<file path="src/inc/mibuf_consts.svh">
// Constants for the indirect sector buffer access port.
// Assumes inclusion by the package and the design files of this block.
`ifndef MIBUF_CONSTS_SVH
`define MIBUF_CONSTS_SVH

// Register offsets within the group
`define MIBUF_OFS_BYTE0 6'h20
`define MIBUF_OFS_BYTE1 6'h21
`define MIBUF_OFS_BYTE2 6'h22
`define MIBUF_OFS_BYTE3 6'h23
`define MIBUF_OFS_ADRL 6'h24
`define MIBUF_OFS_ADRH 6'h25

// Field positions in the address high byte
`define MIBUF_BIT_DIR 7
`define MIBUF_BIT_BUSY 6

// Widths and reset values
`define MIBUF_ADR_W 13
`define MIBUF_RST_BYTE 8'h00
`define MIBUF_RST_ADR 13'h0000

`endif

</file>
<file path="src/inc/mibuf_pkg.sv">
// Types for the indirect sector buffer access port.
// Assumes the constants header sits alongside in inc/.
`include "mibuf_consts.svh"
package mibuf_pkg;

  // Port sequencer states
  typedef enum logic [1:0] {
    MIBUF_IDLE = 2'b00,
    MIBUF_WR = 2'b01,
    MIBUF_RD = 2'b10
  } mibuf_state_t;

  // Complete state of the port
  typedef struct packed {
    mibuf_state_t state;
    logic [7:0] byte0;
    logic [7:0] byte1;
    logic [7:0] byte2;
    logic [7:0] byte3;
    logic [`MIBUF_ADR_W-1:0] adr;
    logic dir;
    logic busy;
    logic [7:0] rdata;
    logic mem_req;
    logic mem_we;
    logic [`MIBUF_ADR_W-1:0] mem_adr;
    logic [31:0] mem_wdata;
  } mibuf_regs_t;

endpackage

</file>
<file path="src/verilog/mibuf_byte_mux.sv">
// Read-data selector for the four data bytes and the address registers.
// Assumes the register offset arrives already decoded to six bits.
`timescale 1ns/1ps
`default_nettype none
`include "mibuf_consts.svh"
module mibuf_byte_mux
  import mibuf_pkg::*;
(
  input wire logic [5:0] i_addr,
  input wire logic [31:0] i_word,
  input wire logic [`MIBUF_ADR_W-1:0] i_adr,
  input wire logic i_dir,
  input wire logic i_busy,
  output logic [7:0] o_data
);

  // ****************************************
  // Readback selection
  // ****************************************
  // Unmapped offsets read zero; bit 5 of high byte is reserved zero
  always_comb begin
    case (i_addr)
      `MIBUF_OFS_BYTE0: o_data = i_word[7:0];
      `MIBUF_OFS_BYTE1: o_data = i_word[15:8];
      `MIBUF_OFS_BYTE2: o_data = i_word[23:16];
      `MIBUF_OFS_BYTE3: o_data = i_word[31:24];
      `MIBUF_OFS_ADRL: o_data = i_adr[7:0];
      `MIBUF_OFS_ADRH: o_data = {i_dir, i_busy, 1'b0, i_adr[12:8]};
      default: o_data = 8'h00;
    endcase
  end

endmodule
`default_nettype wire

</file>
<file path="src/verilog/mibuf_port.sv">
// Indirect firmware access port to the sector buffer memory.
// Assumes a same-clock firmware register strobe bus and a buffer memory
// answering each request with a one-cycle done pulse (read data valid on it).
`timescale 1ns/1ps
`default_nettype none
`include "mibuf_consts.svh"
module mibuf_port
  import mibuf_pkg::*;
(
  input wire logic i_clk,
  input wire logic i_reset,
  input wire logic [5:0] i_reg_addr,
  input wire logic i_reg_wr,
  input wire logic i_reg_rd,
  input wire logic [7:0] i_reg_wdata,
  output logic [7:0] o_reg_rdata,
  output logic o_busy,
  output logic o_mem_req,
  output logic o_mem_we,
  output logic [`MIBUF_ADR_W-1:0] o_mem_addr,
  output logic [31:0] o_mem_wdata,
  input wire logic i_mem_done,
  input wire logic [31:0] i_mem_rdata
);

  mibuf_regs_t st_r;
  mibuf_regs_t st_nxt;
  logic [7:0] mux_data;

  // ****************************************
  // Readback mux
  // ****************************************
  mibuf_byte_mux u_mux (
    .i_addr(i_reg_addr),
    .i_word({st_r.byte3, st_r.byte2, st_r.byte1, st_r.byte0}),
    .i_adr(st_r.adr),
    .i_dir(st_r.dir),
    .i_busy(st_r.busy),
    .o_data(mux_data)
  );

  // ****************************************
  // Next-state logic
  // ****************************************
  // Writes take priority over reads; writes are ignored while busy, so firmware must wait on busy first
  always_comb begin
    st_nxt = st_r;
    st_nxt.mem_req = 1'b0;
    st_nxt.rdata = i_reg_rd ? mux_data : st_r.rdata;
    case (st_r.state)
      MIBUF_IDLE: begin
        if (i_reg_wr) begin
          case (i_reg_addr)
            `MIBUF_OFS_BYTE0: st_nxt.byte0 = i_reg_wdata;
            `MIBUF_OFS_BYTE1: st_nxt.byte1 = i_reg_wdata;
            `MIBUF_OFS_BYTE2: st_nxt.byte2 = i_reg_wdata;
            `MIBUF_OFS_BYTE3: begin
              st_nxt.byte3 = i_reg_wdata;
              if (!st_r.dir) begin
                // Commit assembled word at current address
                st_nxt.mem_req = 1'b1;
                st_nxt.mem_we = 1'b1;
                st_nxt.mem_adr = st_r.adr;
                st_nxt.mem_wdata = {i_reg_wdata, st_r.byte2, st_r.byte1, st_r.byte0};
                st_nxt.busy = 1'b1;
                st_nxt.state = MIBUF_WR;
              end
            end
            `MIBUF_OFS_ADRL: st_nxt.adr[7:0] = i_reg_wdata;
            `MIBUF_OFS_ADRH: begin
              st_nxt.adr[12:8] = i_reg_wdata[4:0];
              st_nxt.dir = i_reg_wdata[`MIBUF_BIT_DIR];
              if (i_reg_wdata[`MIBUF_BIT_DIR]) begin
                // Read direction: fetch first word of the burst
                st_nxt.mem_req = 1'b1;
                st_nxt.mem_we = 1'b0;
                st_nxt.mem_adr = {i_reg_wdata[4:0], st_r.adr[7:0]};
                st_nxt.busy = 1'b1;
                st_nxt.state = MIBUF_RD;
              end
            end
            default: ;
          endcase
        end else if (i_reg_rd && st_r.dir && i_reg_addr == `MIBUF_OFS_BYTE3) begin
          // Only the last byte read releases the word
          st_nxt.mem_req = 1'b1;
          st_nxt.mem_we = 1'b0;
          st_nxt.mem_adr = st_r.adr;
          st_nxt.busy = 1'b1;
          st_nxt.state = MIBUF_RD;
        end
      end
      MIBUF_WR: begin
        if (i_mem_done) begin
          st_nxt.busy = 1'b0;
          st_nxt.adr = st_r.adr + 13'h0001;
          st_nxt.state = MIBUF_IDLE;
        end
      end
      MIBUF_RD: begin
        if (i_mem_done) begin
          st_nxt.byte0 = i_mem_rdata[7:0];
          st_nxt.byte1 = i_mem_rdata[15:8];
          st_nxt.byte2 = i_mem_rdata[23:16];
          st_nxt.byte3 = i_mem_rdata[31:24];
          st_nxt.busy = 1'b0;
          st_nxt.adr = st_r.adr + 13'h0001;
          st_nxt.state = MIBUF_IDLE;
        end
      end
      default: st_nxt.state = MIBUF_IDLE;
    endcase
  end

  // ****************************************
  // State register
  // ****************************************
  always_ff @(posedge i_clk or posedge i_reset) begin
    if (i_reset) begin
      st_r <= '{state: MIBUF_IDLE, byte0: `MIBUF_RST_BYTE, byte1: `MIBUF_RST_BYTE,
                byte2: `MIBUF_RST_BYTE, byte3: `MIBUF_RST_BYTE, adr: `MIBUF_RST_ADR,
                dir: 1'b0, busy: 1'b0, rdata: 8'h00, mem_req: 1'b0, mem_we: 1'b0,
                mem_adr: `MIBUF_RST_ADR, mem_wdata: 32'h0000_0000};
    end else begin
      st_r <= st_nxt;
    end
  end

  // Outputs straight from flip-flops
  assign o_reg_rdata = st_r.rdata;
  assign o_busy = st_r.busy;
  assign o_mem_req = st_r.mem_req;
  assign o_mem_we = st_r.mem_we;
  assign o_mem_addr = st_r.mem_adr;
  assign o_mem_wdata = st_r.mem_wdata;

endmodule
`default_nettype wire
</file>
<file path="config.mk">
export PLATFORM = sky130hd
export DESIGN_NAME = mibuf_port
export DESIGN_NICKNAME = d
export VERILOG_FILES = /design/src/inc/mibuf_pkg.sv /design/src/verilog/mibuf_byte_mux.sv /design/src/verilog/mibuf_port.sv
export VERILOG_INCLUDE_DIRS = /design/src /design/src/inc
export SDC_FILE = /design/constraint.sdc
export NUM_CORES = 1
export LEC_CHECK = 0
export ABC_AREA = 0
export BUFFER_PORTS_ARGS = -buffer_cell sky130_fd_sc_hd__buf_2
export CAP_MARGIN = 20
export CORE_MARGIN = 3
export CORE_UTILIZATION = 53
export DETAILED_ROUTE_END_ITERATION = 8
export HOLD_SLACK_MARGIN = 0.02
export PLACE_DENSITY = 0.83
export REMOVE_ABC_BUFFERS = 1
export SLEW_MARGIN = 15
export SYNTH_ARGS = -nofsm -noshare
export SYNTH_HDL_FRONTEND = slang
export SYNTH_SLANG_ARGS = --single-unit
</file>
<file path="constraint.sdc">
create_clock -name i_clk -period 4.4 [get_ports i_clk]
set_clock_uncertainty 0.2 [all_clocks]
set_input_delay 0.66 -clock i_clk [delete_from_list [all_inputs] [get_ports i_clk]]
set_output_delay 0.66 -clock i_clk [all_outputs]
set_load 0.1 [all_outputs]
</file>
### After elaboration in Yosys (flattened, before gate mapping)

Index checks and enable logic that the tools add are counted.

| word-level totals | value |
|---|---|
| bits in registers | 104 |
| bits of input ports | 51 |
| output and inout bits | 56 |
| logic and storage cells | 95 |

| cells by class | value |
|---|---|
| add/subtract/negate cells | 1 |
| equal/unequal tests | 25 |
| muxes and demuxes | 35 |
| bitwise operators | 1 |
| reductions and logical operators | 19 |

Operators by type and width:

| cell | count |
|---|---|
| 47-bit two-way mux | 3 |
| 32-bit two-way mux | 2 |
| 32-bit one-hot mux with 2 select lines | 1 |
| 8-bit one-hot mux with 6 select lines | 1 |
| 46-bit two-way mux | 1 |
| 15-bit two-way mux | 3 |
| 8-bit two-way mux | 5 |
| 13-bit one-hot mux with 3 select lines | 1 |
| 6-bit equality test, second input constant | 6 |
| 15-bit one-hot mux with 2 select lines | 1 |
| 4-bit AND reduction | 5 |
| 5-bit AND reduction | 3 |
| 13-bit by 1-bit adder with 13-bit output, second input constant | 1 |
| 13-bit two-way mux | 1 |
| 2-bit by 1-bit inequality test with 1-bit output, second input constant | 6 |
| 6-bit AND reduction | 2 |
| 2-bit two-way mux | 5 |
| 3-bit inequality test, second input constant | 3 |
| 2-bit inequality test, second input constant | 4 |
| 4-bit inequality test, second input constant | 2 |
| 1-bit two-way mux | 6 |
| 2-bit one-hot mux with 3 select lines | 1 |
| 2-bit nonzero test | 3 |
| 5-bit two-way mux | 1 |
| other kinds (12) | 14 |

### Longest topological paths before layout

| depth | value |
|---|---|
| depth after elaboration | 5 |
| mapped depth | 7 |
| gate-level depth less buffers | 6 |

### Hierarchy

From an unflattened synthesis, not the netlist that was laid out.

| unflattened totals | value |
|---|---|
| cell total of the unflattened synthesis | 552 |
| area, all modules | 5739.3 µm² |

Modules (own cells, without submodules):

| module | times used | cells an instance | area an instance (µm²) | seq. area each (µm²) |
|---|---|---|---|---|
| mibuf_port | 1 | 489 | 5243.8 | 2602.5 |
| mibuf_byte_mux | 1 | 63 | 495.5 | 0.0 |

### Least setup slack after synthesis

Ideal clock, no wire load.

| timing | value |
|---|---|
| kind | input-to-reg |
| start | input i_reg_addr[2] |
| end | register st_r (netlist bit o_mem_addr[4]) |
| library setup time | 0.128 ns |
| data arrival time | 2.328 ns |
| data required time | 4.072 ns |
| path slack | 1.744 ns |
| stages on the path | 5 |
| buffers on the path | 1 |
| cells stage by stage | or3b_1 or3_1 a311oi_4 buf_6 mux2_1 |

| between the ends | value |
|---|---|
| cells in the longest elaborated chain, start to end | 4 |
| elaborated cells on any way between the ends | 10 |
| those cells by class | eq/ne (5); mux (2); reduce/logical (3) |

Ends and longest elaborated chain:

| element | line | text |
|---|---|---|
| from (decl) | mibuf_port.sv:12 | `input wire logic [5:0] i_reg_addr,` |
| 6-bit equality test | mibuf_port.sv:53 | `case (i_reg_addr)` |
| 1-bit logical AND (no line) | n/a |  |
| 2-bit nonzero test (no line) | n/a |  |
| 5-bit AND reduction (no line) | n/a |  |
| to (signal assigned) | mibuf_port.sv:120 | `` st_r <= '{state: MIBUF_IDLE, byte0: `MIBUF_RST_BYTE, byte1: `MIBUF_RST_BYTE, `` |
| to (signal assigned) | mibuf_port.sv:125 | `st_r <= st_nxt;` |
| to (decl) | mibuf_port.sv:26 | `mibuf_regs_t st_r;` |

Parallel ways exist; a longest one is shown, timed or not.
A chain may end at the register's enable or synchronous reset.

### Worst setup path after layout

| timing | value |
|---|---|
| start | input i_reg_addr[0] |
| end | register st_r (netlist bit o_mem_addr[10]) |

Same word-level chain as after synthesis.

==> flow_summary_export.csv <==
group,metric,value,unit
floorplanning,fp.dieW,109,um
sta,post-route-period-util,68.1,%
setup_path,critical_path_buf_inv_count,1,
synthesis,synth_cells,545,
run_status,run_status,"complete, no violations",
route,final_antenna_net_count,0,
sta,rsz0062_at_grt,"no",
final_layout,final_common_cell,"buf_2",
floorplanning,fp-row-count,37,
place,gp_congestion,0.949,
route,wl_per_cell,19.1,um
final_layout,antennaDiodeCount,0,
sta,tightest_slew,1.07,ns
route,drcViolationCount,0,
setup_path,path_max_fanout,16,
power,cellPowerDensity,676,mW/mm2
setup_path,crit_chain,"buf_2 > nor4bb_1 > nand3_1 > a311oi_4 > mux2_2",
clocking,htreeDepth,3,
sta,timing.fmax,334,MHz
synthesis,ys_warn_count,0,
final_layout,drive_above_1_share,33.9,%
clocking,root_buffer,"clkbuf_8",
synthesis,yosysSeqAreaShare,46.2,%
power,power,4.10,mW
sta,maxSlewViolCount,0,
synthesis,yosys.cell_types.count,60,
setup_path,critPathKind,"in -> reg",
grt,grt_max_degree,87,
place,numPortBuffers,106,
floorplanning,initial_core_util,54.6,%
final_layout,regArea,0.00260,mm2
final_layout,final_nets,643,
grt,grt_use_total,23.6,%
synthesis,syn-cell-area,0.00564,mm2
clocking,clock_sinks,104,
floorplanning,pin_count,107,
power,max-vdd-ir-drop,0.313,mV
grt,grt_overflow,0,
setup_path,path_delay_family,"compound AO/OA/AOI/OAI gates",
route,drtIter0Drc,475,
setup_path,cp.arrival,3.05,ns
sta,setup_viol,0,
hold_path,min_path_type,"in -> async",
synthesis,syn_avg_cell_area,10.3,um2
grt,grt_pass1_wl,21.8,mm
floorplanning,dieArea,0.0119,mm2
grt,antenna_found_initial,0,
setup_path,slowest_stage,"a311oi_4",
final_layout,finalNonFillerCells,729,
sta,slew_headroom,28.3,%
clocking,cts_buffers,9,
route,drt-vias-per-instance,6.05,
power,p_leak,3.04,nW
final_layout,area_growth,7.68,%
final_layout,num-fill-cells,888,
clocking,ctsLongestPathBuffers,2,
grt,grt_pass1_vias,4138,
final_layout,finish.utilization,58.8,%
floorplanning,core_area,0.0103,mm2
sta,finalHoldViolCount,0,
route,drt-pass1-iter-count,5,
setup_path,start_kind,"input pin",
synthesis,synth_top_flop_cell,"dfrtp_1",
clocking,cts_tree,"yes",
final_layout,multi_input_area,0.00249,mm2
clocking,path_clk_slew,0.11,ns
clocking,holdBufCountCts,0,
floorplanning,die_y,109,um
synthesis,ys_ff_latch,104,
place,dpl.cell_count,713,
setup_path,cpPeakStageDelay,0.83,ns
clocking,insertion_delay,0.37,ns
synthesis,synth-edff-count,0,
synthesis,async_flop_share,100,%
clocking,post_cts_buffers,0,
route,routed_wl,13.9,mm
final_layout,layout_common_cells,"106 x buf_2, 104 x dfrtp_1, 78 x nand2_1, 66 x mux2_2, 23 x a31oi_1",
job,maxCapViolations,0,
setup_path,endpoint_kind,"flip-flop",
clocking,post_cts_resized,0,
route,vias,4413,
sta,final.min_clock_period,3.00,ns
place,dpl.hpwl,9.92,mm
setup_path,crit_required,4.45,ns
sta,setup_tns,0,ns
==> sequential cells by signal, indices dropped and copies added (netlist names) <==
name	flops
st_r	48
o_mem_addr	13
o_mem_wdata	32
o_reg_rdata	8
o_busy	1
o_mem_we	1
o_mem_req	1
==> final cells by class <==
type | instances | share of cell area (%)
clock buffers | 10 | 2.27
multi-input cells | 350 | 41.0
clock inverters | 6 | 1.01
flip-flops and latches | 104 | 42.9
well taps | 136 | 2.80
repair buffers | 109 | 9.11
inverters | 14 | 0.948
==> routing by layer <==
metal | track usage [%] | up-vias | share of wire, %
li1 | - | 1992 | -
met1 | 34.5 | 2152 | 45
met2 | 35.5 | 236 | 45
met3 | 3.97 | 33 | 7.8
met4 | 8.03 | 0 | 2.2
met5 | 0 | - | 0
==> final timing paths <==
| path | startpoint | end | slack [ns] | depth (start not counted) |
|---|---|---|---|---|
| min in group i_clk | o_mem_addr[3] | o_mem_addr[3] | 0.29 | 1 |
| max | i_reg_addr[0] | o_mem_addr[10] | 1.40 | 5 |
| min reg2reg | o_mem_addr[3] | o_mem_addr[3] | 0.29 | 1 |
| min | i_reset | o_mem_addr[12] | 0.20 | 2 |
| max reg2reg | st_r[102] | st_r[100] | 1.44 | 6 |
| max in group asynchronous | i_reset | o_mem_wdata[25] | 3.04 | 3 |
==> per-stage QoR <==
| stage | setup slack, ns | hold slack [ns] | cell area, um2 |
|---|---|---|---|
| 2_1_floorplan | 0.808 | 0.280 | 5140 |
| 3_3_place_gp | 1.14 | 0.267 | 5870 |
| 3_5_place_dp | 1.04 | 0.269 | 5870 |
| 4_1_cts | 1.42 | 0.295 | 6070 |
| 5_1_grt | 1.25 | 0.271 | 6070 |
| 6_report | 1.40 | 0.205 | 6070 |
==> kinds of logic (layout without fill, tap and decap cells) <==
kind of cell / Yosys count / in the layout / synth area share (%)
DFF: 104 / 104 / 46.2
AOI/OAI and AO/OA: 99 / 99 / 12.6
and+or+nand+nor: 160 / 160 / 13.5
muxes: 87 / 87 / 17.1
adders and majority gates: 4 / 4 / 0.888
buffers and inverters: 91 / 139 / 9.76
==> cell usage after synthesis, types with 8 or more instances <==
| cell | instances | area (um2) |
|---|---|---|
| a21oi_1 | 18 | 90.1 |
| o21ai_0 | 8 | 40.0 |
| mux2i_1 | 13 | 130 |
| nor2_1 | 21 | 78.8 |
| nor3_1 | 13 | 65.1 |
| mux2_1 | 8 | 90.1 |
| mux2_2 | 66 | 743 |
| nand2_1 | 78 | 293 |
| clkbuf_1 | 18 | 67.6 |
| dfrtp_1 | 104 | 2600 |
| inv_1 | 14 | 52.6 |
| buf_4 | 53 | 398 |
| a31oi_1 | 23 | 144 |
==> where the power goes <==
group | internal (mW) | switching, mW
clock network | 0.237 | 0.365
registers | 1.25 | 0.271
logic | 0.566 | 1.41
Power figures use the tool's default switching activity.
